File: config.mk
export PLATFORM = sky130hd
export DESIGN_NAME = smc_sleep_ctrl
export DESIGN_NICKNAME = d
export VERILOG_FILES = /design/src/logic/smc_pkg.sv /design/src/logic/smc_sleep_ctrl.sv
export SDC_FILE = /design/constraint.sdc
export NUM_CORES = 1
export LEC_CHECK = 0
export BUFFER_PORTS_ARGS = -buffer_cell sky130_fd_sc_hd__buf_2
export CORE_AREA = 2 2 85 87
export DETAILED_ROUTE_END_ITERATION = 16
export DIE_AREA = 0 0 87 89
export PLACE_DENSITY = 0.77
export SETUP_SLACK_MARGIN = 0.02
export SYNTH_ARGS = -nofsm -noshare
export SYNTH_HDL_FRONTEND = slang
export SYNTH_SLANG_ARGS = --single-unit
File: constraint.sdc
create_clock -name i_clk -period 3.11 [get_ports i_clk]
set_clock_uncertainty 0.05 [all_clocks]
set_input_delay 0 -clock i_clk [delete_from_list [all_inputs] [get_ports i_clk]]
set_output_delay 0 -clock i_clk [all_outputs]
set_load 0.01 [all_outputs]
File: src/logic/smc_pkg.sv
package smc_pkg;

    // ****************************************************************
    // Core control register layout
    // ****************************************************************
    localparam logic [7:0] SMC_CTRL_ADDR     = 8'h35;
    localparam logic [7:0] SMC_STATUS_ADDR   = 8'h36;
    localparam int         SMC_BIT_BOD_OFF   = 7;
    localparam int         SMC_BIT_SE        = 5;
    localparam int         SMC_BIT_SM_HI     = 4;
    localparam int         SMC_BIT_SM_LO     = 3;
    localparam int         SMC_BIT_BOD_UNLK  = 2;
    localparam logic [7:0] SMC_CTRL_RST      = 8'h00;
    localparam logic [7:0] SMC_CTRL_WMASK    = 8'h7b;

    // ****************************************************************
    // Mode encodings and timing
    // ****************************************************************
    localparam logic [1:0] SMC_MODE_IDLE     = 2'h0;
    localparam logic [1:0] SMC_MODE_ADCNR    = 2'h1;
    localparam logic [1:0] SMC_MODE_PDOWN    = 2'h2;
    localparam int         SMC_WAKE_HALT_CYC = 4;
    localparam int         SMC_UNLOCK_CYC    = 4;
    localparam int         SMC_BROWNOUT_SLEEP_OFF_ACT_CYC  = 3;
    localparam int         SMC_BROWNOUT_SLEEP_OFF_LIFE_CYC = 3;
    localparam int         SMC_CLK_MHZ       = 50;
    localparam int         SMC_STARTUP_NS    = 1000;
    localparam int         SMC_RSTUP_NS      = 4000;
    localparam int         SMC_STARTUP_CYC   =
        (SMC_STARTUP_NS * SMC_CLK_MHZ + 999) / 1000;
    localparam int         SMC_RSTUP_CYC     =
        (SMC_RSTUP_NS * SMC_CLK_MHZ + 999) / 1000;

    typedef enum logic [2:0] {
        SMC_ST_RUN,
        SMC_ST_SLEEP,
        SMC_ST_START,
        SMC_ST_HALT
    } smc_state_t;

    typedef struct packed {
        logic ext_irq0_level;
        logic ext_irq0_edge;
        logic pin_change;
        logic self_program_ready;
        logic adc_done;
        logic other_io;
        logic wdt_irq;
    } smc_wake_t;

    typedef struct packed {
        logic cpu_clock;
        logic flash_clock;
        logic io_clock;
        logic adc_clock;
        logic main_osc;
    } smc_clk_en_t;

endpackage

File: src/logic/smc_sleep_ctrl.sv
// Our own choices: the address-and-strobe port and the register addresses.
`timescale 1ns/1ps

// Contract
// - Sleep entered only when sleep enable set and sleep instruction runs.
// - Mode 00 idle stops CPU and flash clocks only.
// - Mode 01 noise reduction also stops the I/O clock.
// - Mode 10 power-down stops the oscillator and every generated clock.
// - Wake by interrupt holds core four cycles after clock start-up.
// - Sleep never alters register file or static RAM contents.
// - Reset during sleep wakes device and restarts at reset vector.
// - Idle wakes on any enabled interrupt source.
// - Noise reduction wakes on ADC, resets, SELF_PROGRAM_READY, level irq0, pin, watchdog.
// - Power-down wakes on resets, level irq0, pin change, watchdog.
// - In deeper modes only level irq0 wakes, edges do not.
// - ADC enabled on idle or noise-reduction entry starts a conversion.
// - Brown-out sleep-off is bit 7 of control, resets zero.
// - Detector off right after sleep entry, back on at wake; the code turns it off only in power-down.
// - Wake after detector-off sleep uses the reset start-up delay.
// - Off bit needs unlock write then off-only write within four cycles.
// - Off bit active three cycles after set, self-clears three later.
module smc_sleep_ctrl
    import smc_pkg::*;
#(
    parameter int STARTUP_CYC = SMC_STARTUP_CYC,
    parameter int RSTUP_CYC   = SMC_RSTUP_CYC
) (
    input  wire logic        i_clk,
    input  wire logic        i_rst_n,
    input  wire logic [7:0]  i_addr,
    input  wire logic [7:0]  i_wdata,
    input  wire logic        i_wr,
    input  wire logic        i_rd,
    output logic      [7:0]  o_rdata,
    input  wire logic        i_sleep_instr,
    input  wire smc_wake_t   i_wake,
    input  wire logic        i_sys_reset,
    input  wire logic        i_adc_enabled,
    output smc_clk_en_t      o_clk_en,
    output logic             o_core_halt,
    output logic             o_irq_service,
    output logic             o_adc_start,
    output logic             o_brownout_detector_en
);

    // ****************************************************************
    // Reset release and pin synchronisers
    // ****************************************************************
    logic             rst_s1_r;
    logic             rst_s2_r;
    logic             rst_n;
    smc_wake_t        wake_s1_r;
    smc_wake_t        wake_r;
    logic             sysrst_s1_r;
    logic             sysrst_r;

    always_ff @(posedge i_clk or negedge i_rst_n) begin
        if (!i_rst_n) begin
            rst_s1_r <= 1'b0;
            rst_s2_r <= 1'b0;
        end else begin
            rst_s1_r <= 1'b1;
            rst_s2_r <= rst_s1_r;
        end
    end
    assign rst_n = rst_s2_r;

    // Wake sources come from other domains and from asynchronous pins.
    always_ff @(posedge i_clk or negedge rst_n) begin
        if (!rst_n) begin
            wake_s1_r   <= '0;
            wake_r      <= '0;
            sysrst_s1_r <= 1'b0;
            sysrst_r    <= 1'b0;
        end else begin
            wake_s1_r   <= i_wake;
            wake_r      <= wake_s1_r;
            sysrst_s1_r <= i_sys_reset;
            sysrst_r    <= sysrst_s1_r;
        end
    end

    // ****************************************************************
    // Core control register
    // ****************************************************************
    logic [7:0]       ctrl_r;
    logic [2:0]       unlock_cnt_r;
    logic [2:0]       brownout_sleep_off_cnt_r;
    logic             brownout_sleep_off_set_r;
    logic             ctrl_wr;
    logic             unlock_wr;
    logic             off_wr;
    logic             brownout_sleep_off_active;

    assign ctrl_wr   = i_wr && (i_addr == SMC_CTRL_ADDR);
    assign unlock_wr = ctrl_wr && i_wdata[SMC_BIT_BOD_OFF]
                       && i_wdata[SMC_BIT_BOD_UNLK];
    assign off_wr    = ctrl_wr && i_wdata[SMC_BIT_BOD_OFF]
                       && !i_wdata[SMC_BIT_BOD_UNLK]
                       && (unlock_cnt_r != 3'h0);

    // Sleep enable, mode and ordinary bits; the off bit is timed apart.
    always_ff @(posedge i_clk or negedge rst_n) begin
        if (!rst_n) begin
            ctrl_r <= SMC_CTRL_RST;
        end else if (ctrl_wr) begin
            ctrl_r <= i_wdata & SMC_CTRL_WMASK;
        end
    end

    // Unlock window stays open for a fixed count after the unlock write.
    always_ff @(posedge i_clk or negedge rst_n) begin
        if (!rst_n) begin
            unlock_cnt_r <= 3'h0;
        end else if (unlock_wr) begin
            unlock_cnt_r <= 3'(SMC_UNLOCK_CYC);
        end else if (unlock_cnt_r != 3'h0) begin
            unlock_cnt_r <= unlock_cnt_r - 3'h1;
        end
    end

    // Off bit: counts activation delay, then a short active life.
    always_ff @(posedge i_clk or negedge rst_n) begin
        if (!rst_n) begin
            brownout_sleep_off_set_r <= 1'b0;
            brownout_sleep_off_cnt_r <= 3'h0;
        end else if (off_wr) begin
            brownout_sleep_off_set_r <= 1'b1;
            brownout_sleep_off_cnt_r <= 3'(SMC_BROWNOUT_SLEEP_OFF_ACT_CYC + SMC_BROWNOUT_SLEEP_OFF_LIFE_CYC);
        end else if (brownout_sleep_off_cnt_r != 3'h0) begin
            brownout_sleep_off_cnt_r <= brownout_sleep_off_cnt_r - 3'h1;
        end else begin
            brownout_sleep_off_set_r <= 1'b0;
        end
    end
    assign brownout_sleep_off_active = brownout_sleep_off_set_r
        && (brownout_sleep_off_cnt_r <= 3'(SMC_BROWNOUT_SLEEP_OFF_LIFE_CYC))
        && (brownout_sleep_off_cnt_r != 3'h0);

    // ****************************************************************
    // Sleep sequencer
    // ****************************************************************
    smc_state_t       state_r;
    logic [1:0]       mode_r;
    logic             bod_off_r;
    logic [31:0]      cnt_r;
    logic             wake_irq;
    logic             enter;

    assign enter = i_sleep_instr && ctrl_r[SMC_BIT_SE]
        && (ctrl_r[SMC_BIT_SM_HI:SMC_BIT_SM_LO] != 2'h3);

    always_comb begin
        wake_irq = 1'b0;
        unique case (mode_r)
            SMC_MODE_IDLE:  wake_irq = |wake_r;
            SMC_MODE_ADCNR: wake_irq = wake_r.adc_done
                || wake_r.self_program_ready || wake_r.ext_irq0_level
                || wake_r.pin_change || wake_r.wdt_irq;
            SMC_MODE_PDOWN: wake_irq = wake_r.ext_irq0_level
                || wake_r.pin_change || wake_r.wdt_irq;
            default:        wake_irq = 1'b0;
        endcase
    end

    // A level source that drops before HALT ends is still serviced; the
    // source need only hold it until the wake is seen in SLEEP.
    always_ff @(posedge i_clk or negedge rst_n) begin
        if (!rst_n) begin
            state_r   <= SMC_ST_RUN;
            mode_r    <= SMC_MODE_IDLE;
            bod_off_r <= 1'b0;
            cnt_r     <= 32'h0;
        end else if (sysrst_r) begin
            state_r   <= SMC_ST_RUN;
            bod_off_r <= 1'b0;
            cnt_r     <= 32'h0;
        end else begin
            unique case (state_r)
                SMC_ST_RUN: begin
                    if (enter) begin
                        state_r   <= SMC_ST_SLEEP;
                        mode_r    <= ctrl_r[SMC_BIT_SM_HI:SMC_BIT_SM_LO];
                        bod_off_r <= brownout_sleep_off_active && (ctrl_r[SMC_BIT_SM_HI:
                            SMC_BIT_SM_LO] == SMC_MODE_PDOWN);
                    end
                end
                SMC_ST_SLEEP: begin
                    if (wake_irq) begin
                        state_r   <= SMC_ST_START;
                        bod_off_r <= 1'b0;
                        cnt_r <= bod_off_r ? 32'(RSTUP_CYC)
                                           : 32'(STARTUP_CYC);
                    end
                end
                SMC_ST_START: begin
                    if (cnt_r <= 32'h1) begin
                        state_r <= SMC_ST_HALT;
                        cnt_r   <= 32'(SMC_WAKE_HALT_CYC);
                    end else begin
                        cnt_r <= cnt_r - 32'h1;
                    end
                end
                SMC_ST_HALT: begin
                    if (cnt_r <= 32'h1) begin
                        state_r <= SMC_ST_RUN;
                        cnt_r   <= 32'h0;
                    end else begin
                        cnt_r <= cnt_r - 32'h1;
                    end
                end
            endcase
        end
    end

    // ****************************************************************
    // Outputs; CPU and flash clocks are off only in SLEEP and START; reset turns every clock on.
    // ****************************************************************
    always_ff @(posedge i_clk or negedge rst_n) begin
        if (!rst_n) begin
            o_clk_en <= '1;
        end else begin
            o_clk_en <= '1;
            if (state_r == SMC_ST_SLEEP) begin
                o_clk_en.cpu_clock   <= 1'b0;
                o_clk_en.flash_clock <= 1'b0;
                o_clk_en.io_clock    <= (mode_r == SMC_MODE_IDLE);
                o_clk_en.adc_clock   <= (mode_r != SMC_MODE_PDOWN);
                o_clk_en.main_osc    <= (mode_r != SMC_MODE_PDOWN);
            end else if (state_r == SMC_ST_START) begin
                o_clk_en.cpu_clock   <= 1'b0;
                o_clk_en.flash_clock <= 1'b0;
            end
        end
    end

    always_ff @(posedge i_clk or negedge rst_n) begin
        if (!rst_n) begin
            o_core_halt            <= 1'b0;
            o_irq_service          <= 1'b0;
            o_adc_start            <= 1'b0;
            o_brownout_detector_en <= 1'b1;
        end else begin
            o_core_halt   <= (state_r != SMC_ST_RUN)
                             || (enter && !sysrst_r);
            o_irq_service <= (state_r == SMC_ST_HALT) && (cnt_r <= 32'h1)
                             && !sysrst_r;
            o_adc_start   <= enter && !sysrst_r && i_adc_enabled
                && (ctrl_r[SMC_BIT_SM_HI:SMC_BIT_SM_LO]
                    != SMC_MODE_PDOWN);
            o_brownout_detector_en <= !(bod_off_r
                && (state_r == SMC_ST_SLEEP));
        end
    end

    // ****************************************************************
    // Register read port
    // ****************************************************************
    always_ff @(posedge i_clk or negedge rst_n) begin
        if (!rst_n) begin
            o_rdata <= 8'h00;
        end else if (i_rd && i_addr == SMC_CTRL_ADDR) begin
            o_rdata <= ctrl_r | {brownout_sleep_off_active, 7'h00};
        end else if (i_rd && i_addr == SMC_STATUS_ADDR) begin
            o_rdata <= {5'h00, bod_off_r, (state_r != SMC_ST_RUN),
                        unlock_cnt_r != 3'h0};
        end else begin
            o_rdata <= 8'h00;
        end
    end

endmodule // smc_sleep_ctrl

==> summary.txt <==
status = completed
GP Congestion = 0.800
final wirelength = 7730 um
Max H-tree Level = 3
final period utilization = 0.850
fill cell count = 521
Critical Path Stages = 6
die height = 89 um
via count = 2,877
Remaining Overflow, GRT = 0
Critical Path Start Type = register
Crit path max-delay family = simple AND/OR/NAND/NOR gates
CP max stage cell = or4_4
num rows = 30
Post-Place Worst Slack = 0.466 ns
antenna violations before repair = 0
Hold WS = 0.111 ns
share of post-route cells with drive strength above 1 = 0.189
global-route wire length before repair = 13,600 um
Post-Place Cell Area = 0.00415 sq mm
Final Max Tran Viols = 0
worst hold path type = input pin to register
DRC = 0
register area share after synthesis = 0.537
Yosys top cell area share = 0.510
DRT iter0 DRCs = 259
number of global-route vias before repair = 2,961
drt first pass iters = 4
Worst path max stage delay = 0.59 ns
critical path fanouts, max = 21
buffers added on ports = 46
R2R Setup Slk = 0.47 ns
Gate Count Post-Synth = 361
CP Cell Sequence = or4_4 > nor4b_4 > and4_1 > nor2_2 > o21ai_4 > nor2_1
Lkg Pwr = 0.00215 uW
# diodes = 0
synth top area cells = dfrtp_1 (51%), ha_1 (4.5%), xnor2_1 (4.5%)
area grow syn2layout = 18.1%
total die area = 0.00774 sq mm
Post-Synthesis Cell Area = 0.00388 sq mm
nets = 478
Final setup viols = 0
total track usage = 0.225
Core Util, Final = 0.682
Ys Warns = 0
#FFs+latches synth = 83
DP HPWL = 5140 um
worst r2r path cells = 6
sequential power share = 0.376
Hold Violations, Final = 0
io pins = 47
total negative setup slack = 0 ns
WHS Endpoint = o_rdata[7]
Clk Latency, worst-skew pair = 0.34 ns
hold depth = 5
Worst EP required = 3.27 ns
P_int = 2380 uW
Top FF cell, synth = dfrtp_1
drt wl/cell = 14.9 um
syn avg cell area = 10.7 sq um
CP Capture Type = register
CTS clk-pin slew, worst paths = 0.08 ns
leading cell types in the layout, fill and taps excluded = dfrtp_1 (78), buf_2 (46), nor2_1 (41)
Clk pwr share = 0.166
sw frac = 0.401
clock buffer depth = 2
Combinational Power Share = 0.458
most common cell after layout, fill and taps aside = dfrtp_1
hold path start = i_addr[6]
PD cells = 869 mW/mm^2
RR Endpoint = cnt_r[27]
Worst VDD drop = 0.452 mV
CP Data Arrival Time = 2.80 ns
fin crit period = 2.64 ns
total clock sinks = 83
post-synth cell types = 59
Async SR Flop Fraction = 1.00
Fmax = 378 MHz
CTS tree = built
max_cap viols = 0
die span in x = 87 um
RSZ-0062 raised after global routing = false
worst slew pin tran = 0.997 ns
FF-to-FF Start = cnt_r[19]
core area = 0.00672 sq mm
remaining antenna violation count = 0
Post-Synthesis Net Count = 405
clock root buffer = clkbuf_8
multi-input logic area = 0.00166 sq mm
initial core utilization = 0.577
critical path class = register to register
CTS Buf Count = 9
Post-synth EDFFs = 0
largest net degree at the start of global routing = 82
Design Area, Final = 0.00458 sq mm
Sw Pwr = 1600 uW
Post-CTS Setup Bufs = 0
Storage cell area = 0.00209 sq mm
max_slew headroom = 0.335
Setup WS post-layout = 0.468 ns
vias per cell = 5.54
post-synth top area cell = dfrtp_1
WP buf/inv = 0
-- synthesized netlist by cell type, drive strengths merged (2+ instances only) --
cell type,n
o211ai,2
buf,6
clkbuf,6
ha,14
o31ai,4
dfstp,4
nand3,4
nor2b,5
nor3,13
a31oi,2
o311ai,2
nand4,7
nor4,10
and2,6
o21ai,16
xnor2,20
mux2i,2
or3,9
inv,17
a22oi,2
nand2b,5
a21oi,15
o32ai,2
nor4b,3
a21o,4
mux2,6
nand2,23
nor2,43
xor2,3
or4,7
nor3b,2
and3,3
dfrtp,79
-- power groups by stage --
stage	registers, uW	clock network (uW)	logic (uW)
after floorplan	1480	0	1480
after global placement	1510	0	1720
after detailed placement	1520	0	1780
after CTS	1500	681	1830
after global routing	1530	724	2080
final	1500	660	1820
-- registers in the layout (all words and copies together), names as in the netlist, 3 cells and up --
name	cells
wake_s1_r	7
o_rdata	8
cnt_r	32
ctrl_r	6
o_clk_en	3
wake_r	7
brownout_sleep_off_cnt_r	3
unlock_cnt_r	3
-- repair_timing --
item	CTS	global route
hold endpoints to repair	26	0
hold buffers	27	0
resized for setup	0	0
-- final cells by class --
| cell class | instances | share of cell area |
|---|---|---|
| Sequential cell | 83 | 0.455 |
| Multi-Input combinational cell | 249 | 0.362 |
| Timing Repair Buffer | 74 | 0.111 |
| Clock buffer | 13 | 0.0303 |
| Tap cell | 80 | 0.0219 |
| Inverter | 17 | 0.0139 |
| Clock inverter | 3 | 0.00519 |
-- tightest hold or removal path: cells and delay by family --
kind,cells,cell delay (ns)
simple gates,3,0.31
buf+inv,2,0.17
-- cells by family after synthesis --
group / after synthesis / synth area share
AO/OA/AOI/OAI: 61 / 0.105
XOR/XNOR: 23 / 0.0520
adder cells (fa/ha/maj): 14 / 0.0452
buffers and inverters: 29 / 0.0348
flip-flops: 83 / 0.537
multiplexers: 8 / 0.0226
other: 1 / 0.000967
AND/OR/NAND/NOR: 142 / 0.203
-- stage by stage --
step	total power, uW	std cells
after detailed placement	3290	476
after CTS	4010	519
after global placement	3230	476
final	3980	519
after global routing	4340	519
after floorplan	2960	361
-- worst max-delay path by stage --
stage | start | end | slack, ns
floorplan | rst_n | bod_off_r | 0.58
global placement | cnt_r[19] | cnt_r[21] | 0.56
detailed placement | cnt_r[19] | cnt_r[31] | 0.47
CTS | cnt_r[19] | cnt_r[27] | 0.45
global route | state_r[1] | cnt_r[10] | 0.22
finish | cnt_r[19] | cnt_r[27] | 0.47
-- metal layers --
layer / track usage / wire length [um] / vias up
met5: 0 / 0 / -
met2: 0.365 / 3690 / 69
met4: 0.104 / 113 / 0
met3: 0.0443 / 335 / 9
met1: 0.294 / 3590 / 1392
li1: - / - / 1407
No activity file was read; power rests on OpenSTA's default activity.
